## config.mk

```make
export PLATFORM = sky130hd
export DESIGN_NAME = disk_logical_device_config
export DESIGN_NICKNAME = d
export VERILOG_FILES = /design/src/disk_logical_device_config.v
export VERILOG_INCLUDE_DIRS = /design/src
export SDC_FILE = /design/constraint.sdc
export NUM_CORES = 1
export LEC_CHECK = 0
export BUFFER_PORTS_ARGS = -buffer_cell sky130_fd_sc_hd__buf_2
export CORE_ASPECT_RATIO = 0.7
export CORE_MARGIN = 1.5
export CORE_UTILIZATION = 57
export DETAILED_ROUTE_END_ITERATION = 6
export GPL_TIMING_DRIVEN = 1
export PLACE_DENSITY = 0.89
export SLEW_MARGIN = 15
export SYNTH_ARGS = -nofsm -noshare
export SYNTH_HDL_FRONTEND = slang
export SYNTH_SLANG_ARGS = --single-unit
export TNS_END_PERCENT = 50
```

## constraint.sdc

```tcl
create_clock -name clk -period 4.3 [get_ports clk]
set_input_delay 0.215 -clock clk [delete_from_list [all_inputs] [get_ports clk]]
set_output_delay 0.215 -clock clk [all_outputs]
set_load 0.05 [all_outputs]
```

## src/disk_ldev_regs.vh

```
// register offsets, field positions, reset values for the disk logical-device configuration bank
`ifndef DISK_LDEV_REGS_VH
`define DISK_LDEV_REGS_VH
// word offsets (byte address = index * 4); logical device number sits in bits 11:10
`define LDEV_FLOPPY 2'h0
`define LDEV_DISK1 2'h1
`define LDEV_DISK2 2'h2
`define IDX_MODE 8'hF0
`define IDX_OPTION 8'hF1
`define IDX_TYPE 8'hF2
`define IDX_RSVD 8'hF3
`define IDX_DRIVE0 8'hF4
`define IDX_DRIVE1 8'hF5
`define IDX_CS_A 8'hF0
`define IDX_CS_B 8'hF1
`define IDX_DISK2_MODE 8'hF0
`define IDX_BASE_A 8'hF8
`define IDX_BASE_B 8'hF9
`define IDX_STATUS 8'hFA
// reset values
`define RST_MODE 8'h0E
`define RST_OPTION 8'h00
`define RST_TYPE 8'hFF
`define RST_DRIVE 8'h00
`define RST_CS_A 8'h0C
`define RST_CS_B 8'h00
`define RST_DISK2_MODE 8'h00
`define RST_BASE 12'h000
// field masks and positions
`define DRIVE_WMASK 8'h5B
`define CS_WMASK 8'h1F
`define DISK2_WMASK 8'h01
`define OPT_DENS_HI 3
`define OPT_DENS_LO 2
`define OPT_MID0 4
`define OPT_MID1 5
`define OPT_BOOT_HI 7
`define OPT_BOOT_LO 6
`define DRV_PRECOMP 6
`define CS_MASK_HI 4
`define CS_MASK_LO 2
`define ADDR_W 12
`endif

```

## src/disk_logical_device_config.v

```verilog
// configuration register bank for the floppy and two disk logical devices, wishbone slave
//
// Design decision made here: the Wishbone register port.
`timescale 1ns/1ns
`include "disk_ldev_regs.vh"

module disk_logical_device_config (
  // clock and reset
  input wire clk,
  input wire rst,
  input wire soft_rst,
  // wishbone slave
  input wire wb_cyc_i,
  input wire wb_stb_i,
  input wire wb_we_i,
  input wire [11:0] wb_adr_i,
  input wire [3:0] wb_sel_i,
  input wire [31:0] wb_dat_i,
  output reg [31:0] wb_dat_o,
  output reg wb_ack_o,
  output reg wb_err_o,
  // host isa bus side
  input wire [11:0] host_addr,
  input wire aen,
  input wire io_read_n,
  input wire io_write_n,
  input wire disk1_cycle,
  input wire disk2_cycle,
  // floppy side
  input wire density_normal,
  input wire media_id0_in,
  input wire media_id1_in,
  output reg density_out,
  output reg media_id0_out,
  output reg media_id1_out,
  output reg floppy_mode,
  output reg [1:0] boot_drive,
  output reg boot_none,
  output reg [1:0] drive0_type_select,
  output reg [1:0] drive1_type_select,
  output reg [1:0] drive0_rate_table_select,
  output reg [1:0] drive1_rate_table_select,
  output reg drive0_precomp_en,
  output reg drive1_precomp_en,
  // disk side
  output reg drive_chip_select_a_n,
  output reg drive_chip_select_b_n,
  output reg first_buffer_enable_n,
  output reg second_buffer_enable_n
);

  // ------------------------------------------------------------
  // address map
  // ------------------------------------------------------------
  // byte address = {device, index, 2'b00}; lanes 2 and 3 are ignored
  // device 0, floppy: F0 mode, F1 option, F2 type store, F3 reserved,
  //   F4 drive 0 settings, F5 drive 1 settings
  // device 1, disk 1: F0 select A decoder, F1 select B decoder,
  //   F8 base A, F9 base B (12 bits, lane 1 holds bits 11:8),
  //   FA read-only pin status: cs A, cs B, first, second enable
  // device 2, disk 2: F0 mode
  // any other pair answers with err and changes nothing
  // hard reset loads every register's reset value; soft reset only the disk 1 decoders
  // and bases, since those follow the host's software reset too

  // ------------------------------------------------------------
  // register storage
  // ------------------------------------------------------------
  reg [7:0] floppy_mode_cfg_r;
  reg [7:0] floppy_option_cfg_r;
  reg [7:0] floppy_type_store_r;
  reg [7:0] floppy_drive_cfg_r [0:1];
  reg [7:0] disk1_cs0_decoder_r;
  reg [7:0] disk1_cs1_decoder_r;
  reg [7:0] disk2_mode_cfg_r;
  reg [11:0] cs_base_a_r;
  reg [11:0] cs_base_b_r;
  reg [31:0] rd_nxt;
  reg hit_nxt;
  wire req;
  wire wr_lo;
  wire wr_hi;
  wire [1:0] ldev;
  wire [7:0] idx;
  wire cs_a_hit;
  wire cs_b_hit;
  wire mid0_nxt;
  wire mid1_nxt;

  // index in bits 9:2, logical device number in bits 11:10
  assign req = wb_cyc_i & wb_stb_i & ~wb_ack_o & ~wb_err_o;
  assign ldev = wb_adr_i[11:10];
  assign idx = wb_adr_i[9:2];
  assign wr_lo = req & wb_we_i & wb_sel_i[0] & hit_nxt;
  assign wr_hi = req & wb_we_i & wb_sel_i[1] & hit_nxt;

  // ------------------------------------------------------------
  // helper functions
  // ------------------------------------------------------------
  // masked compare of host address against base; reserved mask codes match nothing
  // the mask widens the window to 2^code bytes aligned on its own size;
  // codes 110 and 111 are refused outright rather than masking 6 or 7
  // bits, so a stray setting leaves the drive deselected, not wide open
  function addr_match;
    input [11:0] addr;
    input [11:0] base;
    input [2:0] code;
    reg [11:0] keep;
    begin
      keep = 12'hFFF << code;
      addr_match = (code <= 3'h5) && ((addr & keep) == (base & keep));
    end
  endfunction

  // qualification by aen and strobes; aen low means a cpu cycle
  // strobes are active low levels straight from the host bus; with
  // code 00 the select follows the address alone while aen is low
  function qual_ok;
    input [1:0] q;
    input aen_i;
    input rd_n;
    input wr_n;
    begin
      case (q)
        2'h0: qual_ok = ~aen_i;
        2'h1: qual_ok = ~aen_i & ~rd_n;
        2'h2: qual_ok = ~aen_i & ~wr_n;
        default: qual_ok = ~aen_i & (~rd_n | ~wr_n);
      endcase
    end
  endfunction

  // ------------------------------------------------------------
  // address decode and read mux
  // ------------------------------------------------------------
  // unmapped indexes answer with err instead of ack
  // the mux is cleared first so unused lanes and reserved bits read zero;
  // stored values are masked again here so a read never shows a bit
  // that the write path would not keep
  always @* begin
    rd_nxt = 32'h0000_0000;
    hit_nxt = 1'b1;
    case ({ldev, wb_adr_i[9:2]})
      {`LDEV_FLOPPY, `IDX_MODE}: rd_nxt[7:0] = floppy_mode_cfg_r;
      {`LDEV_FLOPPY, `IDX_OPTION}: rd_nxt[7:0] = floppy_option_cfg_r;
      {`LDEV_FLOPPY, `IDX_TYPE}: rd_nxt[7:0] = floppy_type_store_r;
      {`LDEV_FLOPPY, `IDX_RSVD}: rd_nxt[7:0] = 8'h00;
      {`LDEV_FLOPPY, `IDX_DRIVE0}: rd_nxt[7:0] = floppy_drive_cfg_r[0] & `DRIVE_WMASK;
      {`LDEV_FLOPPY, `IDX_DRIVE1}: rd_nxt[7:0] = floppy_drive_cfg_r[1] & `DRIVE_WMASK;
      {`LDEV_DISK1, `IDX_CS_A}: rd_nxt[7:0] = disk1_cs0_decoder_r & `CS_WMASK;
      {`LDEV_DISK1, `IDX_CS_B}: rd_nxt[7:0] = disk1_cs1_decoder_r & `CS_WMASK;
      {`LDEV_DISK1, `IDX_BASE_A}: rd_nxt[11:0] = cs_base_a_r;
      {`LDEV_DISK1, `IDX_BASE_B}: rd_nxt[11:0] = cs_base_b_r;
      {`LDEV_DISK1, `IDX_STATUS}: rd_nxt[3:0] = {second_buffer_enable_n, first_buffer_enable_n,
                                                  drive_chip_select_b_n, drive_chip_select_a_n};
      {`LDEV_DISK2, `IDX_DISK2_MODE}: rd_nxt[7:0] = disk2_mode_cfg_r & `DISK2_WMASK;
      default: hit_nxt = 1'b0;
    endcase
  end

  // ------------------------------------------------------------
  // bus answer: one cycle after the request is seen
  // ------------------------------------------------------------
  // req is blocked while ack or err stands, so a master that holds
  // cyc one cycle too long is never answered twice for one request
  // read data is zero outside a read answer to keep the bus quiet
  always @(posedge clk) begin
    if (rst) begin
      wb_ack_o <= 1'b0;
      wb_err_o <= 1'b0;
      wb_dat_o <= 32'h0000_0000;
    end else begin
      wb_ack_o <= req & hit_nxt;
      wb_err_o <= req & ~hit_nxt;
      wb_dat_o <= (req & hit_nxt & ~wb_we_i) ? rd_nxt : 32'h0000_0000;
    end
  end

  // ------------------------------------------------------------
  // floppy and disk 2 mode registers: hard reset only, soft reset is not looked at
  // ------------------------------------------------------------
  // writes land at the edge that takes the request, the same edge that raises
  // the ack; drive and disk2 registers keep only their writable fields
  always @(posedge clk) begin
    if (rst) begin
      floppy_mode_cfg_r <= `RST_MODE;
      floppy_option_cfg_r <= `RST_OPTION;
      floppy_type_store_r <= `RST_TYPE;
      floppy_drive_cfg_r[0] <= `RST_DRIVE;
      floppy_drive_cfg_r[1] <= `RST_DRIVE;
      disk2_mode_cfg_r <= `RST_DISK2_MODE;
    end else if (wr_lo) begin
      // option low bits are stored as written, host keeps them zero; disk2 upper bits are masked to zero
      if (ldev == `LDEV_FLOPPY && wb_adr_i[9:2] == `IDX_MODE)
        floppy_mode_cfg_r <= wb_dat_i[7:0];
      if (ldev == `LDEV_FLOPPY && wb_adr_i[9:2] == `IDX_OPTION)
        floppy_option_cfg_r <= wb_dat_i[7:0];
      if (ldev == `LDEV_FLOPPY && wb_adr_i[9:2] == `IDX_TYPE)
        floppy_type_store_r <= wb_dat_i[7:0];
      if (ldev == `LDEV_FLOPPY && wb_adr_i[9:2] == `IDX_DRIVE0)
        floppy_drive_cfg_r[0] <= wb_dat_i[7:0] & `DRIVE_WMASK;
      if (ldev == `LDEV_FLOPPY && wb_adr_i[9:2] == `IDX_DRIVE1)
        floppy_drive_cfg_r[1] <= wb_dat_i[7:0] & `DRIVE_WMASK;
      if (ldev == `LDEV_DISK2 && wb_adr_i[9:2] == `IDX_DISK2_MODE)
        disk2_mode_cfg_r <= wb_dat_i[7:0] & `DISK2_WMASK;
    end
  end

  // ------------------------------------------------------------
  // disk 1 decoders: hard reset and also soft reset
  // ------------------------------------------------------------
  // base registers take lane 0 for bits 7:0 and lane 1 for bits 11:8,
  // so software may move a base one byte at a time
  always @(posedge clk) begin
    if (rst | soft_rst) begin
      disk1_cs0_decoder_r <= `RST_CS_A;
      disk1_cs1_decoder_r <= `RST_CS_B;
      cs_base_a_r <= `RST_BASE;
      cs_base_b_r <= `RST_BASE;
    end else begin
      if (wr_lo && ldev == `LDEV_DISK1 && wb_adr_i[9:2] == `IDX_CS_A)
        disk1_cs0_decoder_r <= wb_dat_i[7:0] & `CS_WMASK;
      if (wr_lo && ldev == `LDEV_DISK1 && wb_adr_i[9:2] == `IDX_CS_B)
        disk1_cs1_decoder_r <= wb_dat_i[7:0] & `CS_WMASK;
      if (ldev == `LDEV_DISK1 && wb_adr_i[9:2] == `IDX_BASE_A) begin
        if (wr_lo)
          cs_base_a_r[7:0] <= wb_dat_i[7:0];
        if (wr_hi)
          cs_base_a_r[11:8] <= wb_dat_i[11:8];
      end
      if (ldev == `LDEV_DISK1 && wb_adr_i[9:2] == `IDX_BASE_B) begin
        if (wr_lo)
          cs_base_b_r[7:0] <= wb_dat_i[7:0];
        if (wr_hi)
          cs_base_b_r[11:8] <= wb_dat_i[11:8];
      end
    end
  end

  // ------------------------------------------------------------
  // derived outputs, all registered
  // ------------------------------------------------------------
  // decode is combinational here and registered below, so a select
  // follows the host address and strobes by exactly one clock
  assign cs_a_hit = addr_match(host_addr, cs_base_a_r, disk1_cs0_decoder_r[`CS_MASK_HI:`CS_MASK_LO]) &
                    qual_ok(disk1_cs0_decoder_r[1:0], aen, io_read_n, io_write_n);
  assign cs_b_hit = addr_match(host_addr, cs_base_b_r, disk1_cs1_decoder_r[`CS_MASK_HI:`CS_MASK_LO]) &
                    qual_ok(disk1_cs1_decoder_r[1:0], aen, io_read_n, io_write_n);
  assign mid0_nxt = media_id0_in ^ floppy_option_cfg_r[`OPT_MID0];
  assign mid1_nxt = media_id1_in ^ floppy_option_cfg_r[`OPT_MID1];

  // ------------------------------------------------------------
  // floppy pin levels
  // ------------------------------------------------------------
  // one cycle of latency on every pin output keeps them glitch free;
  // the price is that a forced density or an inverted media id shows
  // one clock after the option write or the input move, never sooner
  always @(posedge clk) begin
    if (rst) begin
      density_out <= 1'b0;
      media_id0_out <= 1'b0;
      media_id1_out <= 1'b0;
    end else begin
      // codes 00 and 01 both pass the normal level through
      case (floppy_option_cfg_r[`OPT_DENS_HI:`OPT_DENS_LO])
        2'h2: density_out <= 1'b1;
        2'h3: density_out <= 1'b0;
        default: density_out <= density_normal;
      endcase
      media_id0_out <= mid0_nxt;
      media_id1_out <= mid1_nxt;
    end
  end

  // ------------------------------------------------------------
  // floppy mode and boot choice
  // ------------------------------------------------------------
  // boot code 11 is undefined; it is treated like the reserved code
  // so that software which strays there never boots a drive by chance
  always @(posedge clk) begin
    if (rst) begin
      floppy_mode <= 1'b0;
      boot_drive <= 2'h0;
      boot_none <= 1'b0;
    end else begin
      floppy_mode <= floppy_mode_cfg_r[0];
      boot_drive <= floppy_option_cfg_r[`OPT_BOOT_HI:`OPT_BOOT_LO];
      boot_none <= floppy_option_cfg_r[`OPT_BOOT_HI];
    end
  end

  // ------------------------------------------------------------
  // per-drive fields
  // ------------------------------------------------------------
  // precomp enable is the inverse of the stored disable bit, so its
  // reset level is high: a cleared register means precompensation used
  always @(posedge clk) begin
    if (rst) begin
      drive0_type_select <= 2'h0;
      drive1_type_select <= 2'h0;
      drive0_rate_table_select <= 2'h0;
      drive1_rate_table_select <= 2'h0;
      drive0_precomp_en <= 1'b1;
      drive1_precomp_en <= 1'b1;
    end else begin
      drive0_type_select <= floppy_drive_cfg_r[0][1:0];
      drive1_type_select <= floppy_drive_cfg_r[1][1:0];
      drive0_rate_table_select <= floppy_drive_cfg_r[0][4:3];
      drive1_rate_table_select <= floppy_drive_cfg_r[1][4:3];
      drive0_precomp_en <= ~floppy_drive_cfg_r[0][`DRV_PRECOMP];
      drive1_precomp_en <= ~floppy_drive_cfg_r[1][`DRV_PRECOMP];
    end
  end

  // ------------------------------------------------------------
  // disk pins
  // ------------------------------------------------------------
  // chip selects and buffer enables are active low and idle high;
  // when disk2 mode bit 0 is set the second enable stays idle and
  // the first enable covers the data buffers of both drives
  always @(posedge clk) begin
    if (rst) begin
      drive_chip_select_a_n <= 1'b1;
      drive_chip_select_b_n <= 1'b1;
      first_buffer_enable_n <= 1'b1;
      second_buffer_enable_n <= 1'b1;
    end else begin
      drive_chip_select_a_n <= ~cs_a_hit;
      drive_chip_select_b_n <= ~cs_b_hit;
      first_buffer_enable_n <= ~(disk1_cycle | (disk2_cycle & disk2_mode_cfg_r[0]));
      second_buffer_enable_n <= ~(disk2_cycle & ~disk2_mode_cfg_r[0]);
    end
  end

endmodule // disk_logical_device_config

```

Word-level counts from Yosys, hierarchy flattened
Memory sizes are Yosys's and may differ from the RTL's.
Cells that the tools add are included.
{ "word_totals": {"wordCells": 153, "regBits": 114, "mem_bits_rw": 10, "out_inout_bits": 55, "input_bits": 74, "memories": 1} }
{ "classes": {"magnitude_cmp": 2, "muxes": 19, "shift": 2, "n_reduce_logical": 26, "eq_ne": 29, "bitwise": 44} }
{ "mem_list": {"columns": ["name", "words", "width", "read_ports", "rd_ports_with_merged_regs", "write_ports", "line_no", "source"], "rows": [
  ["floppy_drive_cfg_r", 2, 5, 2, 0, 2, "disk_logical_device_config.v:72", "reg [7:0] floppy_drive_cfg_r [0:1];"]
]} }
{ "op_table": {"columns": ["cell", "count"], "rows": [
  ["10-bit by 8-bit equality test with 1-bit output (second input constant)", 6],
  ["8-bit equality test (second input constant)", 7],
  ["10-bit by 9-bit equality test with 1-bit output (second input constant)", 5],
  ["12-bit bitwise AND", 4],
  ["4-bit case mux with 11 select lines", 1],
  ["4-bit case mux with 9 select lines", 1],
  ["12-bit equality test", 2],
  ["12-bit by 3-bit << shifter with 12-bit output (first input constant)", 2],
  ["1-bit bitwise AND", 18],
  ["2-bit AND reduction", 8],
  ["1-bit NOT", 15],
  ["1-bit logical AND", 13],
  ["12-bit OR reduction", 1],
  ["1-bit 2-to-1 mux", 11],
  ["10-bit equality test (second input constant)", 1],
  ["2-bit equality test (second input constant)", 5],
  ["5-bit 2-to-1 mux", 2],
  ["4-bit case mux with 2 select lines", 1],
  ["2-bit by 1-bit equality test with 1-bit output (second input constant)", 3],
  ["3-bit less-or-equal comparator (second input constant)", 2],
  ["2-bit zero test", 3],
  ["1-bit case mux with 3 select lines", 2],
  ["1-bit bitwise OR", 5],
  ["1-bit case mux with 2 select lines", 1],
  ["2 further kinds", 3]
]} }

Logic depth before layout (Yosys ltp)
{ "logic_depth": {"ltp_word": 10, "mapped_depth": 7, "mapped_depth_nobuf": 5} }

Worst setup path after synthesis
Ideal clock, no wire load.
{ "synth_path": {"kind": "register -> register", "from": "reg wb_err_o", "to": "mem floppy_drive_cfg_r[0][0] (netlist name) (enable)", "stages_incl_launch_ff": 5, "synth_period_minus_slack_ns": 2.240, "setup_ns": 0.349, "t_arrival_ns": 1.891, "path_slack_ns": 2.060, "required_time_ns": 3.951, "path_cell_list": "dfxtp_1 and4bb_2 nand3_4 or3_2 o21bai_1"} }
{ "synth_lines": {"columns": ["item", "line_no", "source"], "rows": [
  ["start, declared", "disk_logical_device_config.v:21", "output reg wb_err_o,"],
  ["start signal, assigned", "disk_logical_device_config.v:174", "wb_err_o <= req & ~hit_nxt;"],
  ["end, declared", "disk_logical_device_config.v:72", null]
]} }

Worst setup path after layout
{ "layout_path": {"from": "in wb_adr_i[3]", "to": "reg floppy_type_store_r[7]"} }
{ "layout_between": {"elab_chain_len": 5, "elab_cells_between_ends": 18, "classes_between": "13 x eq/ne; 1 x mux; 1 x bitwise; 3 x reduce/logical"} }
{ "layout_lines": {"columns": ["item", "line_no", "source"], "rows": [
  ["start, declared", "disk_logical_device_config.v:16", "input wire [11:0] wb_adr_i,"],
  ["10-bit equality test (tied with other cells)", "disk_logical_device_config.v:143", "case ({ldev, wb_adr_i[9:2]})"],
  ["12-bit OR reduction (no line)", null, null],
  ["1-bit 2-to-1 mux", "disk_logical_device_config.v:143", null],
  ["1-bit bitwise AND", "disk_logical_device_config.v:94", "assign wr_lo = req & wb_we_i & wb_sel_i[0] & hit_nxt;"],
  ["2-bit AND reduction (no line) (*)", null, null],
  ["end signal, assigned", "disk_logical_device_config.v:188", "floppy_type_store_r <= `RST_TYPE;"],
  ["end signal, assigned", "disk_logical_device_config.v:199", "floppy_type_store_r <= wb_dat_i[7:0];"],
  ["end, declared", "disk_logical_device_config.v:71", "reg [7:0] floppy_type_store_r;"]
]} }
Every way passes the cells marked *; elsewhere a longest branch is shown, timed or not.
A chain may end at the register's enable or synchronous reset.

==> results.cfg <==
[setup_path]
critPathBufInv = 1
arrival_ps = 2670
critical_path_required_ps = 4540
r2r_cells = 4
cp_max_fo = 28
critical_path_cell_count = 5
cp_endpoint_kind = flop
path_class = in2reg
critical_path.top_delay_family = simple AND/OR/NAND/NOR gates
start_kind = input port
critical_path.cell_chain = buf_2, nor2b_1, nor4b_4, nor2b_1, a211o_1
path_common_cell = sky130_fd_sc_hd__nor2b_1
slowest_delay_ps = 800
critical_path.slowest_cell = sky130_fd_sc_hd__nor4b_4

[synthesis]
postSynth.asyncResetShare_pct = 0
warnings_from_yosys = 0
synth_cell_types = 54
synth_sequential_area_ratio_pct = 44.5
syn_area_per_cell_um2 = 9.52
postSynthCellCount = 510
dominantRegCellSynth = sky130_fd_sc_hd__dfxtp_1
post_synth_instance_area_mm2 = 0.00485
ys_ff_latch = 103
synth-edff-count = 10

[pwr]
power.switching_fraction_pct = 25.2
p_total_mw = 1.98
internal-power_mw = 1.48
power-per-cell-area_mw_per_mm2 = 359
seq_power_share_pct = 49.7
leakagePower_nw = 2.08
clock_power_share_pct = 40.0
switchingPower_mw = 0.498
maximum_ir_drop_on_the_vdd_rail_mv = 0.279
combinationalPowerShare_pct = 10.3

[finish]
filler_cell_count = 636
drive_above_1_share_pct = 20.5
area_growth_pct = 13.5
final_net_count = 653
register_area_mm2 = 0.00216
fin_area_mm2 = 0.00551
multiInputGateArea_mm2 = 0.00247
final_util_pct = 68.2
antennaDiodeCount = 0

[timing]
final.period_utilization_pct = 56.5
setup_repair_after_global_routing_missed_its_margin = no
period_needed_ps = 2430
max_freq_mhz = 411
fin_worst_skew_ps = 5.85
slew_at_the_pin_with_the_worst_max_slew_slack_ps = 935
setup-violations-final = 0
finalMaxSlewViolations = 0
setup_total_negative_slack_ps = 0
fin_hold_viols = 0
timing.slew.headroom_pct = 37.2
layout_setup_ws_ps = 1870

[die]
row_count = 27
core_area_mm2 = 0.00807
design.die.area_mm2 = 0.00909
floorplan.initialDensity_pct = 60.1
die_extent_in_x_um = 113
top_level_ports = 129
die-height_um = 80.2

[cts]
cts_num_sinks = 103
clk_path_buf_depth = 2
holdBufCountCts = 0
cts_max_level = 3
worst_skew_late_latency_ps = 350
clock-root-buffer = sky130_fd_sc_hd__clkbuf_16
cts_tree = built
cts_setup_buffers = 0
postCtsResizedCells = 0
cts.clk_slew.worst_paths_ps = 60
numCtsBuffers = 9

[route]
first_pass_iters = 5
viasPerCell = 5.84
dr_total_vias = 4001
ant_nets = 0
drtIter0Drc = 346
post_drt_wl_per_cell_um = 18.5
finalWirelength_um = 12700
remaining_drc_errors = 0

[outcome]
status = finished clean

[worst_hold_path]
timing.hold.worst_path_depth = 2
hold_path_class = in2reg

[place]
post-place-ws_ps = 1600
dpl_cell_area_mm2 = 0.00522
globalplace.congestion = 0.957
detailedPlacementHpwl_um = 9050
io_buffer_count = 84

[grt]
global_route.overflow_total = 0
groute.usage.overall_pct = 28.8
via_count_of_the_first_global_routing_pass = 3690
grt_first_pass_wirelength_um = 19700
grt_antenna_before_repair = 0
largest_net_degree_at_the_start_of_global_routing = 55

[flow_run]
timing.max_cap.violations = 0
## layer usage
metal	GRT usage (%)	up-vias	wire, µm
li1	-	1891	-
met1	39.8	1871	5610
met2	43.6	221	5470
met3	9.06	18	1440
met4	7.63	0	163
met5	0	-	0
## final cells by class
class | instances | share of cell area (%)
inverter | 6 | 0.409
sequential | 103 | 39.3
clock inverter | 4 | 0.863
tap | 101 | 2.29
clock buffer | 12 | 4.29
multi-input combinational | 372 | 44.8
timing repair buffer | 87 | 8.04
## state kept, by name, indices dropped and copies added, names as in the netlist, 5 cells and up
signal	cells
floppy_drive_cfg_r	10
floppy_mode_cfg_r	8
disk1_cs0_decoder_r	5
floppy_option_cfg_r	8
floppy_type_store_r	8
cs_base_b_r	12
wb_dat_o	12
cs_base_a_r	12
disk1_cs1_decoder_r	5
## power by group through the flow
stage | logic (mW) | clock network (mW) | registers [mW]
2_1_floorplan | 0.132 | 0 | 1.03
3_3_place_gp | 0.197 | 0 | 1.00
3_5_place_dp | 0.200 | 0 | 1.00
4_1_cts | 0.201 | 0.803 | 0.983
5_1_grt | 0.215 | 0.837 | 0.983
6_report | 0.205 | 0.792 | 0.983
## cell usage after synthesis, types with 12 or more instances
| cell | number | area (µm²) |
|---|---|---|
| sky130_fd_sc_hd__nand3_1 | 15 | 75.1 |
| sky130_fd_sc_hd__nand2_1 | 26 | 97.6 |
| sky130_fd_sc_hd__nor2_1 | 69 | 259 |
| sky130_fd_sc_hd__xnor2_1 | 17 | 149 |
| sky130_fd_sc_hd__mux2i_1 | 59 | 591 |
| sky130_fd_sc_hd__o21ai_0 | 22 | 110 |
| sky130_fd_sc_hd__dfxtp_1 | 93 | 1860 |
| sky130_fd_sc_hd__buf_4 | 22 | 165 |
| sky130_fd_sc_hd__nor2b_1 | 24 | 150 |
| sky130_fd_sc_hd__nor3_1 | 12 | 60.1 |
| sky130_fd_sc_hd__a21oi_1 | 19 | 95.1 |
| sky130_fd_sc_hd__clkbuf_1 | 15 | 56.3 |
## cells in the final DEF (no fill, tap or decap), types with 3 or more instances in the layout
cell	netlist	final
sky130_fd_sc_hd__a211o_1	8	8
sky130_fd_sc_hd__a211oi_1	5	5
sky130_fd_sc_hd__a21oi_1	19	19
sky130_fd_sc_hd__a22oi_1	5	5
sky130_fd_sc_hd__a31oi_1	3	3
sky130_fd_sc_hd__and2_1	5	5
sky130_fd_sc_hd__buf_2	7	84
sky130_fd_sc_hd__buf_4	22	3
sky130_fd_sc_hd__clkbuf_1	15	3
sky130_fd_sc_hd__clkbuf_16	0	9
sky130_fd_sc_hd__conb_1	1	20
sky130_fd_sc_hd__dfxtp_1	93	93
sky130_fd_sc_hd__edfxtp_1	10	10
sky130_fd_sc_hd__inv_1	6	6
sky130_fd_sc_hd__mux2_2	4	4
sky130_fd_sc_hd__mux2i_1	59	59
sky130_fd_sc_hd__nand2_1	26	26
sky130_fd_sc_hd__nand2b_1	3	3
sky130_fd_sc_hd__nand3_1	15	15
sky130_fd_sc_hd__nor2_1	69	69
sky130_fd_sc_hd__nor2b_1	24	24
sky130_fd_sc_hd__nor3_1	12	12
sky130_fd_sc_hd__nor4_1	6	6
sky130_fd_sc_hd__nor4_4	3	3
sky130_fd_sc_hd__o21ai_0	22	22
sky130_fd_sc_hd__o22ai_1	3	3
sky130_fd_sc_hd__o32ai_1	3	3
sky130_fd_sc_hd__or2_2	3	3
sky130_fd_sc_hd__xnor2_1	17	17
sky130_fd_sc_hd__xor2_1	9	9
## per-stage QoR
step                      hold slack [ps]  cells
final                                47.0    685
after global routing                 62.9    685
after CTS                            45.8    685
after detailed placement              413    669
after global placement                394    669
after floorplan                       277    529
## kinds of logic after synthesis
family / after synthesis / share of synthesized area, %
muxes: 64 / 13.6
and+or+nand+nor: 182 / 20.4
DFF: 103 / 44.5
AOI/OAI and AO/OA: 80 / 10.6
other: 1 / 0.0773
xor gates and xnor gates: 26 / 4.69
buffers and inverters: 54 / 6.06
## path summary, 6_finish.rpt
check	from	end	slack (ps)
hold / removal	disk2_cycle	second_buffer_enable_n$_SDFF_PP1_	50
setup reg to reg	wb_err_o$_SDFF_PP0_	floppy_drive_cfg_r[0][2]$_DFFE_PP_	2060
setup / recovery	wb_adr_i[3]	floppy_type_store_r[7]$_SDFFE_PP1P_	1870
hold reg to reg	floppy_drive_cfg_r[0][9]$_DFFE_PP_	drive1_precomp_en$_SDFF_PP1_	450
(Power assumes the default switching activity.)
